$ cat config.mk
export PLATFORM = sky130hd
export DESIGN_NAME = rfsf_top
export DESIGN_NICKNAME = d
export VERILOG_FILES = /design/src/rfsf_pkg.sv /design/src/rfsf_top.sv
export SDC_FILE = /design/constraint.sdc
export NUM_CORES = 1
export LEC_CHECK = 0
export ABC_CLOCK_PERIOD_IN_PS = 2450
export BUFFER_PORTS_ARGS = -buffer_cell sky130_fd_sc_hd__buf_2
export CORE_MARGIN = 5
export CORE_UTILIZATION = 45
export DETAILED_ROUTE_END_ITERATION = 8
export HOLD_SLACK_MARGIN = 0.15
export PLACE_DENSITY = 0.76
export SLEW_MARGIN = 40
export SYNTH_ARGS = -nofsm -noshare
export SYNTH_HDL_FRONTEND = slang
export SYNTH_SLANG_ARGS = --single-unit
$ cat constraint.sdc
create_clock -name aclk -period 2.45 [get_ports aclk]
set_input_delay 0.1225 -clock aclk [delete_from_list [all_inputs] [get_ports aclk]]
set_output_delay 0.1225 -clock aclk [all_outputs]
set_load 0.005 [all_outputs]
$ cat src/rfsf_pkg.sv
// Package with register map, field positions and timing counts.
package rfsf_pkg;
    // Register indices; the bus byte address is four times the index.
    localparam logic [7:0] RFSF_IDX_OPTION    = 8'h10;
    localparam logic [7:0] RFSF_IDX_RXSTATUS  = 8'h11;
    localparam logic [7:0] RFSF_IDX_IRQ_STAT  = 8'h12;
    localparam logic [7:0] RFSF_IDX_IRQ_MASK  = 8'h13;
    localparam int         RFSF_ADDR_W        = 12;

    // Protocol option control fields.
    localparam int RFSF_OPT_COL6    = 0;
    localparam int RFSF_OPT_NFRAME  = 1;
    localparam int RFSF_OPT_SHORTRX = 2;
    localparam int RFSF_OPT_DIRECT  = 3;
    localparam int RFSF_OPT_GRID37  = 4;
    localparam int RFSF_OPT_NOPAR   = 5;
    localparam logic [7:0] RFSF_OPT_WMASK = 8'h3F;
    localparam logic [7:0] RFSF_OPT_RESET = 8'h00;

    // Receive status and interrupt fields.
    localparam int RFSF_RXS_BUSY    = 0;
    localparam int RFSF_IRQ_RXDONE  = 0;
    localparam int RFSF_IRQ_COLL    = 1;
    localparam int RFSF_IRQ_PARITY  = 2;
    localparam int RFSF_IRQ_SHORT   = 3;
    localparam int RFSF_IRQ_W       = 4;
    localparam logic [3:0] RFSF_IRQ_RESET = 4'h0;

    // Protocol constants.
    localparam logic [3:0] RFSF_COLL_PULSES7 = 4'h7;
    localparam logic [3:0] RFSF_COLL_PULSES6 = 4'h6;
    localparam logic [7:0] RFSF_SEL_CL1      = 8'h93;
    localparam logic [7:0] RFSF_SEL_CL2      = 8'h95;
    localparam logic [7:0] RFSF_SEL_CL3      = 8'h97;
    localparam logic [3:0] RFSF_SHORT_BITS   = 4'h4;

    // Timing.
    localparam int RFSF_CLK_MHZ       = 100;
    localparam int RFSF_BIT_RATE_KBPS = 106;
    localparam int RFSF_GRID18_PS     = 18880000;
    localparam int RFSF_GRID37_PS     = 37770000;
    localparam int RFSF_BIT_CYCLES = RFSF_CLK_MHZ * 1000 / RFSF_BIT_RATE_KBPS;
    localparam int RFSF_HALF_CYCLES   = RFSF_BIT_CYCLES / 2;
    localparam int RFSF_GRID18_CYCLES = RFSF_GRID18_PS / 1000 * RFSF_CLK_MHZ
                                        / 1000;
    localparam int RFSF_GRID37_CYCLES = RFSF_GRID37_PS / 1000 * RFSF_CLK_MHZ
                                        / 1000;

    localparam logic [1:0] RFSF_RESP_OKAY   = 2'h0;
    localparam logic [1:0] RFSF_RESP_SLVERR = 2'h2;
endpackage

$ cat src/rfsf_top.sv
// Special-function register bank and its protocol option logic.
// Functional notes
// - Option bit 0 sets collision threshold: zero seven pulses, one six.
// - 0x93/0x95/0x97 frames: anticollision if framing bit 0, else normal.
// - Short-reply bit one accepts four-bit replies; zero, normal receive.
// - Direct bit feeds the external bit stream to the encoder, not FIFO.
// - Slot grid bit selects 18.88 us or 37.77 us marker grid.
// - Parity disable bit one switches off parity checking.
// - Receive status bit 0 mirrors the receive busy state (rx_in_progress).
// - Receive busy rises on decoded start of frame; completion interrupts.
// - Software reads receive busy without touching interrupt status.
// - Every feature is off with its bit at zero; default behaviour then.
// - Direct mode drives bit clock on pin 5, takes data on pin 3.
`timescale 1ns/1ps
module rfsf_top
    import rfsf_pkg::*;
(
    input  wire logic                   aclk,
    input  wire logic                   aresetn,
    input  wire logic [RFSF_ADDR_W-1:0] s_axi_awaddr,
    input  wire logic                   s_axi_awvalid,
    output logic                        s_axi_awready,
    input  wire logic [31:0]            s_axi_wdata,
    input  wire logic [3:0]             s_axi_wstrb,
    input  wire logic                   s_axi_wvalid,
    output logic                        s_axi_wready,
    output logic [1:0]                  s_axi_bresp,
    output logic                        s_axi_bvalid,
    input  wire logic                   s_axi_bready,
    input  wire logic [RFSF_ADDR_W-1:0] s_axi_araddr,
    input  wire logic                   s_axi_arvalid,
    output logic                        s_axi_arready,
    output logic [31:0]                 s_axi_rdata,
    output logic [1:0]                  s_axi_rresp,
    output logic                        s_axi_rvalid,
    input  wire logic                   s_axi_rready,
    output logic                        irq,
    input  wire logic                   subcarrier_pulse,
    input  wire logic                   bit_period_end,
    input  wire logic                   first_byte_valid,
    input  wire logic [7:0]             first_byte,
    input  wire logic                   sof_decoded,
    input  wire logic                   rx_end,
    input  wire logic [3:0]             rx_bit_count,
    input  wire logic                   parity_fail,
    input  wire logic                   fifo_bit,
    input  wire logic                   fifo_bit_valid,
    input  wire logic                   slot_timer_run,
    input  wire logic                   io2_in,
    input  wire logic                   io3_in,
    output logic                        io5_out,
    output logic                        io5_oe,
    output logic                        collision_error,
    output logic                        anticoll_frame,
    output logic                        short_reply,
    output logic                        parity_error,
    output logic                        parity_check_on,
    output logic                        encoder_bit,
    output logic                        encoder_strobe,
    output logic                        slot_tick,
    output logic                        rx_in_progress
);
    logic [7:0]          option_q;
    logic [RFSF_IRQ_W-1:0] irq_stat;
    logic [RFSF_IRQ_W-1:0] irq_mask;
    logic [RFSF_IRQ_W-1:0] next_irq_stat;
    logic [RFSF_IRQ_W-1:0] irq_events;
    logic                aw_got;
    logic                w_got;
    logic [7:0]          wr_idx;
    logic [7:0]          wr_data;
    logic                wr_lane0;
    logic                wr_fire;
    logic [7:0]          rd_idx;
    logic                rd_fire;
    logic [31:0]         next_rdata;
    logic                rd_hit;
    logic [3:0]          pulse_cnt;
    logic [3:0]          coll_limit;
    logic [1:0]          pin_s1;
    logic [1:0]          pin_s2;
    logic [1:0]          pin_s3;
    logic [1:0]          pin_f;
    logic [9:0]          half_cnt;
    logic                direct_run;
    logic [11:0]         grid_cnt;
    logic [11:0]         grid_last;
    assign wr_fire    = aw_got && w_got && !s_axi_bvalid;
    assign rd_fire    = s_axi_arvalid && s_axi_arready;
    assign rd_idx     = s_axi_araddr[9:2];
    assign coll_limit = option_q[RFSF_OPT_COL6] ? RFSF_COLL_PULSES6
                                                : RFSF_COLL_PULSES7;
    assign direct_run = option_q[RFSF_OPT_DIRECT] && pin_f[0];
    assign grid_last  = option_q[RFSF_OPT_GRID37]
                        ? 12'(RFSF_GRID37_CYCLES - 1)
                        : 12'(RFSF_GRID18_CYCLES - 1);
    always_ff @(posedge aclk) begin
        if (!aresetn) begin
            aw_got        <= 1'b0;
            w_got         <= 1'b0;
            wr_idx        <= 8'h00;
            wr_data       <= 8'h00;
            wr_lane0      <= 1'b0;
            s_axi_awready <= 1'b1;
            s_axi_wready  <= 1'b1;
            s_axi_bvalid  <= 1'b0;
            s_axi_bresp   <= RFSF_RESP_OKAY;
        end else begin
            if (s_axi_awvalid && s_axi_awready) begin
                aw_got        <= 1'b1;
                wr_idx        <= s_axi_awaddr[9:2];
                s_axi_awready <= 1'b0;
            end
            if (s_axi_wvalid && s_axi_wready) begin
                w_got        <= 1'b1;
                wr_data      <= s_axi_wdata[7:0];
                wr_lane0     <= s_axi_wstrb[0];
                s_axi_wready <= 1'b0;
            end
            if (wr_fire) begin
                aw_got       <= 1'b0;
                w_got        <= 1'b0;
                s_axi_bvalid <= 1'b1;
                if (wr_idx == RFSF_IDX_OPTION || wr_idx == RFSF_IDX_RXSTATUS
                    || wr_idx == RFSF_IDX_IRQ_STAT
                    || wr_idx == RFSF_IDX_IRQ_MASK) begin
                    s_axi_bresp <= RFSF_RESP_OKAY;
                end else begin
                    s_axi_bresp <= RFSF_RESP_SLVERR;
                end
            end
            if (s_axi_bvalid && s_axi_bready) begin
                s_axi_bvalid  <= 1'b0;
                s_axi_awready <= 1'b1;
                s_axi_wready  <= 1'b1;
            end
        end
    end
    // Only the low byte lane holds register bits; upper bits are reserved.
    always_ff @(posedge aclk) begin
        if (!aresetn) begin
            option_q <= RFSF_OPT_RESET;
            irq_mask <= RFSF_IRQ_RESET;
        end else if (wr_fire && wr_lane0) begin
            if (wr_idx == RFSF_IDX_OPTION) begin
                option_q <= wr_data & RFSF_OPT_WMASK;
            end
            if (wr_idx == RFSF_IDX_IRQ_MASK) begin
                irq_mask <= wr_data[RFSF_IRQ_W-1:0];
            end
        end
    end
    always_comb begin
        next_rdata = 32'h0000_0000;
        rd_hit     = 1'b1;
        case (rd_idx)
            RFSF_IDX_OPTION:   next_rdata[7:0] = option_q;
            RFSF_IDX_RXSTATUS:
                next_rdata[RFSF_RXS_BUSY] = rx_in_progress;
            RFSF_IDX_IRQ_STAT: next_rdata[RFSF_IRQ_W-1:0] = irq_stat;
            RFSF_IDX_IRQ_MASK: next_rdata[RFSF_IRQ_W-1:0] = irq_mask;
            default:           rd_hit = 1'b0;
        endcase
    end
    always_ff @(posedge aclk) begin
        if (!aresetn) begin
            s_axi_arready <= 1'b1;
            s_axi_rvalid  <= 1'b0;
            s_axi_rdata   <= 32'h0000_0000;
            s_axi_rresp   <= RFSF_RESP_OKAY;
        end else if (rd_fire) begin
            s_axi_arready <= 1'b0;
            s_axi_rvalid  <= 1'b1;
            s_axi_rdata   <= next_rdata;
            s_axi_rresp   <= rd_hit ? RFSF_RESP_OKAY : RFSF_RESP_SLVERR;
        end else if (s_axi_rvalid && s_axi_rready) begin
            s_axi_rvalid  <= 1'b0;
            s_axi_arready <= 1'b1;
        end
    end
    // A new event in the clearing read's cycle survives the clear.
    assign irq_events[RFSF_IRQ_RXDONE] = rx_end && rx_in_progress;
    assign irq_events[RFSF_IRQ_COLL]   = bit_period_end
                                         && pulse_cnt >= coll_limit;
    assign irq_events[RFSF_IRQ_PARITY] = parity_fail
                                         && !option_q[RFSF_OPT_NOPAR];
    assign irq_events[RFSF_IRQ_SHORT]  = rx_end && option_q[RFSF_OPT_SHORTRX]
                                         && rx_bit_count == RFSF_SHORT_BITS;
    always_comb begin
        next_irq_stat = irq_stat;
        if (rd_fire && rd_idx == RFSF_IDX_IRQ_STAT) begin
            next_irq_stat = '0;
        end
        next_irq_stat = next_irq_stat | irq_events;
    end
    always_ff @(posedge aclk) begin
        if (!aresetn) begin
            irq_stat <= RFSF_IRQ_RESET;
            irq      <= 1'b0;
        end else begin
            irq_stat <= next_irq_stat;
            irq      <= |(next_irq_stat & irq_mask);
        end
    end
    always_ff @(posedge aclk) begin
        if (!aresetn) begin
            rx_in_progress <= 1'b0;
        end else if (sof_decoded) begin
            rx_in_progress <= 1'b1;
        end else if (rx_end) begin
            rx_in_progress <= 1'b0;
        end
    end
    always_ff @(posedge aclk) begin
        if (!aresetn) begin
            pulse_cnt       <= 4'h0;
            collision_error <= 1'b0;
        end else begin
            collision_error <= irq_events[RFSF_IRQ_COLL];
            if (bit_period_end) begin
                pulse_cnt <= 4'h0;
            end else if (subcarrier_pulse && pulse_cnt != 4'hF) begin
                pulse_cnt <= pulse_cnt + 4'h1;
            end
        end
    end
    always_ff @(posedge aclk) begin
        if (!aresetn) begin
            anticoll_frame  <= 1'b0;
            short_reply     <= 1'b0;
            parity_error    <= 1'b0;
            parity_check_on <= 1'b1;
        end else begin
            if (first_byte_valid) begin
                anticoll_frame <= !option_q[RFSF_OPT_NFRAME]
                                  && (first_byte == RFSF_SEL_CL1
                                  || first_byte == RFSF_SEL_CL2
                                  || first_byte == RFSF_SEL_CL3);
            end
            short_reply     <= irq_events[RFSF_IRQ_SHORT];
            parity_error    <= irq_events[RFSF_IRQ_PARITY];
            parity_check_on <= !option_q[RFSF_OPT_NOPAR];
        end
    end
    // Pin inputs: bit 0 is transmit enable, bit 1 transmit data.
    always_ff @(posedge aclk) begin
        if (!aresetn) begin
            pin_s1 <= 2'h0;
            pin_s2 <= 2'h0;
            pin_s3 <= 2'h0;
            pin_f  <= 2'h0;
        end else begin
            pin_s1 <= {io3_in, io2_in};
            pin_s2 <= pin_s1;
            pin_s3 <= pin_s2;
            for (int i = 0; i < 2; i++) begin
                if (pin_s2[i] == pin_s3[i]) begin
                    pin_f[i] <= pin_s3[i];
                end
            end
        end
    end
    // The bit clock is made here, so no second clock domain is needed.
    always_ff @(posedge aclk) begin
        if (!aresetn) begin
            half_cnt       <= 10'h000;
            io5_out        <= 1'b0;
            io5_oe         <= 1'b0;
            encoder_bit    <= 1'b0;
            encoder_strobe <= 1'b0;
        end else begin
            io5_oe         <= option_q[RFSF_OPT_DIRECT];
            encoder_strobe <= 1'b0;
            if (direct_run) begin
                if (half_cnt == 10'(RFSF_HALF_CYCLES - 1)) begin
                    half_cnt <= 10'h000;
                    io5_out  <= !io5_out;
                    if (!io5_out) begin
                        encoder_bit    <= pin_f[1];
                        encoder_strobe <= 1'b1;
                    end
                end else begin
                    half_cnt <= half_cnt + 10'h001;
                end
            end else begin
                half_cnt <= 10'h000;
                io5_out  <= 1'b0;
                if (!option_q[RFSF_OPT_DIRECT] && fifo_bit_valid) begin
                    encoder_bit    <= fifo_bit;
                    encoder_strobe <= 1'b1;
                end
            end
        end
    end
    always_ff @(posedge aclk) begin
        if (!aresetn) begin
            grid_cnt  <= 12'h000;
            slot_tick <= 1'b0;
        end else begin
            slot_tick <= 1'b0;
            if (!slot_timer_run) begin
                grid_cnt <= 12'h000;
            end else if (grid_cnt >= grid_last) begin
                grid_cnt  <= 12'h000;
                slot_tick <= 1'b1;
            end else begin
                grid_cnt <= grid_cnt + 12'h001;
            end
        end
    end
endmodule

==> results_dict.tcl, run 1 <==
set metrics [dict create \
    status "complete, no violations" \
    drv_cap 0 \
    finClkSkew_ps 13.3 \
    synth_area_um2 3860 \
    finalSetupViolations 0 \
    drive_gt1_share_pct 18.5 \
    ios 143 \
    hold_viol 0 \
    path_max_fanout 26 \
    wl_per_cell_um 13.7 \
    synthFlopType "dfxtp_1" \
    switching_share_pct 23.0 \
    grt_pass1_wl_um 15100 \
    ctsHtreeMaxLevel 3 \
    wirelength_um 9100 \
    place_area_um2 4240 \
    internal-power_mw 2.23 \
    area_growth_pct 28.9 \
    tns_ps 0 \
    cts_buffer_depth 2 \
    cts_sinks 90 \
    post_cts_buffers 0 \
    yosys-top-cells-area "dfxtp_1 47%, nor2_1 5.6%, buf_4 5.4%" \
    dp_worst_setup_slack_ps 588 \
    path_clk_slew_ps 90 \
    setup_slack_ps 291 \
    power_density_nw_per_um2 583 \
    initial_core_util_pct 46.5 \
    chipWidth_um 103 \
    synth-seq-area-share_pct 46.6 \
    dieArea_um2 10500 \
    clock_latency_ps 350 \
    ys_ff_latch 90 \
    nNetsFinal 660 \
    final_cell_area_um2 4980 \
    combPwrFrac_pct 8.6 \
    synth_top_area_share_pct 46.6 \
    yosysUniqueCellTypes 48 \
    worst_slew_pin_slew_ps 649 \
    vias 3343 \
    arrival_ps 2410 \
    slew_violations 0 \
    grt_max_degree 27 \
    ys_warn_count 0 \
    async_flop_share_pct 0 \
    pwr-share-seq_pct 52.7 \
    grt-ovfl-total 0 \
    rsz0062_at_grt "no" \
    fin_total_pwr_mw 2.90 \
    cts_buffers 9 \
    drt_iter0_drc 87 \
    power.static_leakage_nw 2.10 \
    num_rows 33 \
    antenna_found_initial 0 \
    final.min_clock_period_ps 2160 \
    cp-start-kind "input pin" \
    grt.total_usage_pct 18.0 \
    syn_area_per_cell_um2 9.00 \
    relSlewSlack_pct 56.4 \
    hp-class "in2reg" \
    dr.pass1.iters 5 \
    core-area_um2 8300 \
    portBuffers 77 \
    pwr-share-clk_pct 38.7 \
    die_y_um 103 \
    fin_crit_sh_pct 88.1 \
    grt_pass1_vias 3297 \
    max_freq_mhz 463 \
    dpl.hpwl_um 6150 \
    avgViaCountPerCell 5.02 \
    root_buffer "clkbuf_8" \
    synth-edff-count 0 \
    synth_cells 429 \
    ant_nets 0 \
    diodes 0 \
    crit_path_end_kind "flip-flop" \
    path_class "in2reg" \
    fillers 690 \
    synth_area_leader_cell "dfxtp_1" \
    place_congestion 0.854 \
    power.switching_uw 666 \
    drc 0 \
    ir_drop_uv 490 \
    cts_tree "built" \
    required_ps 2700 \
]
-- cell usage in the layout (no fill, tap or decap), types with 6 or more instances in the layout --
| cell type | instances |
|---|---|
| mux2i_1 | 11 |
| and2_1 | 11 |
| nand2_1 | 39 |
| xor2_1 | 10 |
| nand2b_1 | 6 |
| nand3_1 | 29 |
| xnor2_1 | 10 |
| nor2_1 | 58 |
| conb_1 | 28 |
| ha_1 | 13 |
| dfxtp_1 | 90 |
| clkbuf_8 | 10 |
| inv_1 | 11 |
| a21oi_1 | 33 |
| dlygate4sd3_1 | 51 |
| buf_2 | 77 |
-- state kept, by name (all words and copies together) (netlist names), 4 cells and up --
signal       count
grid_cnt        12
half_cnt        10
irq_mask         4
irq_stat         4
option_q         6
pulse_cnt        4
s_axi_rdata      6
wr_data          6
wr_idx           8
-- layout make-up --
class                           instances  area, um2  area share, %
Inverter                               13       48.8          0.980
Timing Repair Buffer                  131        918           18.4
Clock buffer                           10        138           2.76
Tap cell                              105        131           2.64
Multi-Input combinational cell        312       1850           37.2
Sequential cell                        90       1800           36.2
Clock inverter                          5       86.3           1.73
-- metrics by stage --
step / instances / utilization (%) / hold slack (ps)
after detailed placement: 600 / 51.1 / 330
after global placement: 600 / 51.1 / 328
after floorplan: 456 / - / 211
final: 666 / 60.0 / 196
after CTS: 666 / 60.0 / 165
after global routing: 666 / 60.0 / 178
-- worst max-delay path, cell delays in order --
cell and delay, ps:
dlygate4sd3_1 520, buf_2 390, inv_2 230, buf_4 280, a21oi_1 210, o21ai_1 90
dlygate4sd3_1 550
-- path summary, 6_finish.rpt --
path | cells after the start | end | slack (ps) | start
worst max-delay path | 7 | s_axi_awready$_SDFFE_PP1P_ | 290 | aresetn
worst min-delay path | 3 | parity_error$_SDFF_PN0_ | 200 | parity_fail
worst max register to register | 5 | option_q[2]$_SDFFE_PN0P_ | 590 | wr_idx[5]$_SDFFE_PN0P_
worst min register to register | 1 | parity_check_on$_SDFF_PN1_ | 440 | option_q[5]$_SDFFE_PN0P_
-- per-layer routing --
layer / part of all wire, % / up-vias / track usage [%]
li1: - / 1667 / -
met1: 39 / 1559 / 19.9
met2: 52 / 108 / 32.7
met3: 7.7 / 9 / 6.50
met4: 0.82 / 0 / 4.74
met5: 0 / - / 0
-- Yosys cell counts (all sizes together) (2+ instances only) --
| cell type | count |
|---|---|
| a32oi | 2 |
| mux2 | 3 |
| o21ai | 9 |
| nor2 | 58 |
| nand3 | 29 |
| buf | 28 |
| xor2 | 10 |
| a311oi | 2 |
| mux2i | 11 |
| a22oi | 4 |
| a211oi | 2 |
| nand2 | 39 |
| or3 | 3 |
| inv | 13 |
| a22o | 3 |
| nor2b | 3 |
| or4b | 2 |
| dfxtp | 90 |
| nand3b | 2 |
| nor4 | 2 |
| nor4b | 2 |
| nand2b | 6 |
| a21oi | 33 |
| a31o | 2 |
| xnor2 | 10 |
| and2 | 11 |
| ha | 13 |
| nor3 | 5 |
| nand4 | 5 |
| clkbuf | 13 |
-- cells by family after synthesis --
family	after synthesis	share of synthesized area, %
buffers and inverters	54	7.97
DFF	90	46.6
xor gates and xnor gates	20	4.53
muxes	15	4.31
AOI/OAI and AO/OA	64	10.4
adders and majority gates	13	4.21
and+or+nand+nor	172	21.8
other	1	0.0971
-- power by group through the flow --
stage | Clock (mW) | Combinational (mW) | Sequential, mW
2_1_floorplan | 0 | 0.140 | 1.55
3_3_place_gp | 0 | 0.177 | 1.56
3_5_place_dp | 0 | 0.182 | 1.56
4_1_cts | 1.14 | 0.243 | 1.53
5_1_grt | 1.20 | 0.281 | 1.54
6_report | 1.12 | 0.250 | 1.53
-- timing repair --
action,in CTS,in global routing
resized for setup,0,0
setup endpoints to repair,0,0
hold endpoints to repair,37,0
hold buffers,51,0
(Power assumes the default switching activity.)
==> run 2, diff against run 1 <==
Settings changed: ABC_CLOCK_PERIOD_IN_PS 2450 to 2050.
Clock period 2.45 ns to 2.05 ns, I/O delays scaled along.
==> run 2 against run 1 <==
Effect of this change:
- utilization up 1.1 points
- global-route usage about the same
- sequential power up 20%
- clock power up 42%
- via count up 1.5%
- worst hold slack worse by 31 ps
- total power up 28%
- first-iteration DRC count up 46%
- setup slack worse by 37 ps
- combinational power up 23%
- die area unchanged
- highest routed layer is now met5
==> results_dict.tcl, run 2 (synthesis results as in run 1) <==
set metrics [dict create \
    status "complete, no violations" \
    dp_worst_setup_slack_ps 155 \
    rsz0062_at_grt "no" \
    portBuffers 77 \
    fin_total_pwr_mw 3.72 \
    chipWidth_um 103 \
    fillers 649 \
    clock_latency_ps 360 \
    path_max_fanout 5 \
    diodes 0 \
    drc 0 \
    area_growth_pct 31.2 \
    final_cell_mix "90 x dfxtp_1, 77 x buf_2, 58 x nor2_1" \
    largest_register_ffs 12 \
    ctsHtreeMaxLevel 3 \
    tns_ps 0 \
    reg_top3 "grid_cnt (12), half_cnt (10), wr_idx (8)" \
    required_ps 2320 \
    grt-ovfl-total 0 \
    ios 143 \
    num_rows 33 \
    multi_input_area_um2 1860 \
    grt_pass1_wl_um 15100 \
    core-area_um2 8300 \
    cts_tree "built" \
    grt_max_degree 42 \
    cts_buffer_depth 2 \
    arrival_ps 2060 \
    cts_buffers 9 \
    wl_per_cell_um 13.7 \
    crit_path_end_kind "flip-flop" \
    ir_drop_uv 541 \
    drive_gt1_share_pct 19.8 \
    hp-class "in2reg" \
    root_buffer "clkbuf_8" \
    place_congestion 0.860 \
    finClkSkew_ps 7.67 \
    slew_violations 0 \
    path_class "reg2reg" \
    initial_core_util_pct 46.5 \
    ant_nets 0 \
    final.min_clock_period_ps 1800 \
    reg2reg_from "half_cnt[0]$_SDFF_PP0_" \
    vias 3394 \
    nNetsFinal 665 \
    dpl.hpwl_um 6430 \
    antenna_found_initial 1 \
    hold_viol 0 \
    dieArea_um2 10500 \
    wirelength_um 9210 \
    cts_sinks 90 \
    drv_cap 0 \
    hold_slack_ps 165 \
    grt_pass1_vias 3377 \
    cp-start-kind "flip-flop" \
    post_cts_buffers 0 \
    die_y_um 103 \
    finalSetupViolations 0 \
    grt.total_usage_pct 18.0 \
    power.static_leakage_nw 2.14 \
    path_clk_slew_ps 80 \
    cp-startpoint "half_cnt[0]$_SDFF_PP0_" \
    dr.pass1.iters 5 \
    final_util_pct 61.1 \
    max_freq_mhz 557 \
    power_density_nw_per_um2 735 \
    avgViaCountPerCell 5.05 \
    final_common_cell "dfxtp_1" \
    largest_register "grid_cnt" \
    fin_crit_sh_pct 87.6 \
    setup_slack_ps 254 \
    drt_iter0_drc 127 \
    min-delay-start "fifo_bit_valid" \
    area.sequential_um2 1800 \
]
==> run 2: worst max-delay path: stages (launching register included) <==
cell,delay (ps)
dfxtp_1,350
inv_1,70
ha_1,150
nand3b_1,80
or4_1,490
o32ai_2,290
nor2_1,70
a311oi_1,230
==> run 2: stage by stage <==
stage	area (um2)	cells
after detailed placement	4290	606
after floorplan	3960	456
after global routing	5070	672
after CTS	5060	672
after global placement	4290	606
final	5070	672
==> run 2: metal layers <==
layer  up-vias  part of all wire, %  GRT usage [%]
met5         -                0.076              0
li1       1674                    -              -
met4         2                  2.1           6.76
met3        20                  8.1           5.62
met2       112                   52           32.8
met1      1586                   37           19.4
==> run 2: cell type report <==
cell class | instances | share of cell area (%)
multi-input combinational | 312 | 36.7
sequential | 90 | 35.6
tap | 105 | 2.59
inverter | 13 | 0.963
clock buffer | 10 | 2.72
timing repair buffer | 136 | 18.8
clock inverter | 6 | 2.69
==> run 2: power by group <==
group	internal (mW)	total (mW)	switching [mW]
registers	1.79	1.83	0.0352
logic	0.163	0.307	0.144
clock network	0.970	1.59	0.619
total	2.93	3.72	0.799
==> run 2: final timing paths <==
check,end,slack [ps],cells after the start
min,encoder_bit$_SDFFE_PN0P_,160,4
max reg2reg,encoder_bit$_SDFFE_PN0P_,250,7
max,encoder_bit$_SDFFE_PN0P_,250,7
min reg2reg,parity_check_on$_SDFF_PN1_,430,1
==> run 2: timing repair <==
action,4_1_cts,5_1_grt
gates resized for setup,0,1
endpoints found under the hold margin,38,0
setup endpoints to repair,0,4
hold buffers,50,0
==> run 3, diff against run 2 <==
Settings changed: ABC_AREA from default to 1, PLACE_DENSITY 0.76 to 0.75.
==> run 3 against run 2 <==
Effect of this change:
- clock power is 14% lower
- maximum frequency is 0.35% lower
- routed wire length decreased by 3.1%
- critical path type is now in2reg
- total power shrank 5.3%
- synthesized area is 8.8% higher
- cell area is 2.3% higher
- sequential cell count did not move
- worst hold slack gained 19 ps
- critical endpoint is now pulse_cnt[1]$_SDFFE_PP0P_
- highest routed layer is now met4
- via count up 5.3%
- utilization is 4.4 points lower
- largest cell class unchanged
==> results_dict.tcl, run 3 <==
set metrics [dict create \
    synth.most_common_cell "dfxtp_1" \
    root_buffer "clkbuf_8" \
    grt_pass1_vias 3536 \
    crit_path_end_kind "flip-flop" \
    drt_iter0_drc 139 \
    num_rows 35 \
    antenna_found_initial 0 \
    largest_register "grid_cnt" \
    tns_ps 0 \
    core-area_um2 9150 \
    synthFlopType "dfxtp_1" \
    status "complete, no violations" \
    path_max_fanout 17 \
    ys_ff_latch 90 \
    die_y_um 107 \
    syn_area_per_cell_um2 8.02 \
    fin_total_pwr_mw 3.53 \
    wirelength_um 8920 \
    area_growth_pct 23.3 \
    arrival_ps 2110 \
    globalRouteMet1Util_pct 19.1 \
    power_density_nw_per_um2 681 \
    cts_buffer_depth 2 \
    chipWidth_um 107 \
    grt_busiest_layer "met2" \
    drc 0 \
    grt.total_usage_pct 16.2 \
    nNetsFinal 744 \
    synth-edff-count 0 \
    place_congestion 0.847 \
    multi_input_area_um2 2010 \
    dpl.hpwl_um 6630 \
    initial_core_util_pct 45.9 \
    grt_util_met3_pct 2.23 \
    hold_slack_ps 184 \
    area.sequential_um2 1800 \
    yosysUniqueCellTypes 47 \
    synth_area_um2 4200 \
    cp_common_cell "dlygate4sd3_1" \
    max_freq_mhz 555 \
    path_cells "dlygate4sd3_1 > buf_2 > inv_2 > or2_2 > a21oi_1 > dlygate4sd3_1" \
    ys_warn_count 0 \
    vias 3575 \
    finalSetupViolations 0 \
    post_cts_buffers 0 \
    portBuffers 77 \
    diodes 0 \
    async_flop_share_pct 0 \
    synth_area_leader_cell "dfxtp_1" \
    fin_crit_sh_pct 87.9 \
    yosys-top-cells-area "dfxtp_1 43%, nand2_1 7.7%, nor2_1 6.2%" \
    rsz0062_at_grt "no" \
    power.static_leakage_nw 2.36 \
    avgViaCountPerCell 4.72 \
    grt-ovfl-total 0 \
    dieArea_um2 11400 \
    cts_sinks 90 \
    path_class "in2reg" \
    required_ps 2360 \
    path_clk_slew_ps 90 \
    cp_slowest_cell "dlygate4sd3_1" \
    reg_top3 "grid_cnt (12), half_cnt (10), wr_idx (8)" \
    grt_use_met2_pct 29.2 \
    dr.pass1.iters 4 \
    ant_nets 0 \
    synth_cells 524 \
    grt_pass1_wl_um 15200 \
    netlist_top_cells_count "90 x dfxtp_1, 86 x nand2_1, 69 x nor2_1, 51 x inv_1, 33 x a21oi_1" \
    drive_gt1_share_pct 22.6 \
    final.min_clock_period_ps 1800 \
    cp-start-kind "input pin" \
    clock_latency_ps 360 \
    grt_max_degree 23 \
    wl_per_cell_um 11.8 \
    ctsHtreeMaxLevel 3 \
    final_cell_mix "90 x dfxtp_1, 86 x nand2_1, 77 x buf_2" \
    hold_viol 0 \
    slew_violations 0 \
    drv_cap 0 \
    largest_register_ffs 12 \
    cts_buffers 9 \
    ios 143 \
    hp-class "in2reg" \
    fillers 790 \
    ir_drop_uv 385 \
    cts_tree "built" \
    synth_top_area_share_pct 42.9 \
    finClkSkew_ps 12.2 \
    max_stage_delay_ps 550 \
    synth-seq-area-share_pct 42.9 \
    final_common_cell "dfxtp_1" \
]
==> run 3: changes by cell type after synthesis, sizes merged, moves of 6 or more <==
cell / change
mux2i: -11
clkbuf: -7
nor2: +30
inv: +44
and2: -10
nand2: +53
o21ai: +25
nand3: -6
nand2b: -6
==> run 3: power by group <==
| part | switching (mW) | total [mW] | internal (mW) |
|---|---|---|---|
| clock | 0.631 | 1.37 | 0.735 |
| sequential | 0.0334 | 1.84 | 1.81 |
| combinational | 0.172 | 0.323 | 0.151 |
| total | 0.837 | 3.53 | 2.69 |
==> run 3: cell type report <==
| type | count | share of cell area (%) |
|---|---|---|
| multi-input cells | 364 | 38.7 |
| well taps | 111 | 2.68 |
| repair buffers | 118 | 15.2 |
| flip-flops and latches | 90 | 34.8 |
| inverters | 58 | 4.20 |
| clock buffers | 10 | 2.66 |
| clock inverters | 6 | 1.81 |
==> run 3: routing by layer <==
metal,up-vias,share of wire (%),wire [um]
met5,-,0,0
met4,0,1.8,161
met3,16,4.7,421
met2,82,51,4530
met1,1620,43,3810
li1,1857,-,-
==> run 3: logic make-up (layout without fill, tap and decap cells) <==
logic type	after synthesis	after routing	share of synthesized area, %
XOR/XNOR	12	12	2.68
AO/OA/AOI/OAI	83	83	11.6
AND/OR/NAND/NOR	228	228	27.1
other	1	28	0.0892
buffers and inverters	97	192	11.8
flip-flops	90	90	42.9
adder cells (fa/ha/maj)	13	13	3.87
==> run 3: path summary, 6_finish.rpt <==
kind                                 start                          to  slack, ps  cells after the start
setup / recovery                   aresetn   pulse_cnt[1]$_SDFFE_PP0P_        250                      6
setup reg to reg  option_q[4]$_SDFFE_PN0P_      grid_cnt[7]$_SDFF_PP0_        330                      7
hold / removal                    fifo_bit    encoder_bit$_SDFFE_PN0P_        180                      7
hold reg to reg   option_q[5]$_SDFFE_PN0P_  parity_check_on$_SDFF_PN1_        420                      1
==> run 3: through the flow <==
stage | worst slack [ps] | util [%] | std cells | cell area (um2)
after floorplan | 419 | - | 551 | 4300
after global placement | 375 | 50.0 | 704 | 4580
after detailed placement | 336 | 50.0 | 704 | 4580
after CTS | 88.1 | 56.5 | 756 | 5170
after global routing | 136 | 56.6 | 757 | 5180
final | 248 | 56.6 | 757 | 5180
==> run 3: timing repair <==
action	in CTS	in global routing
hold buffers	36	2
hold endpoints to repair	45	1
setup endpoints to repair	0	1
gates resized for setup	0	0
==> run 3: critical path, delay by kind of cell <==
kind / cells / cell delay (ps)
AO/OA/AOI/OAI: 1 / 120
buffers and inverters: 4 / 1540
AND/OR/NAND/NOR: 1 / 350
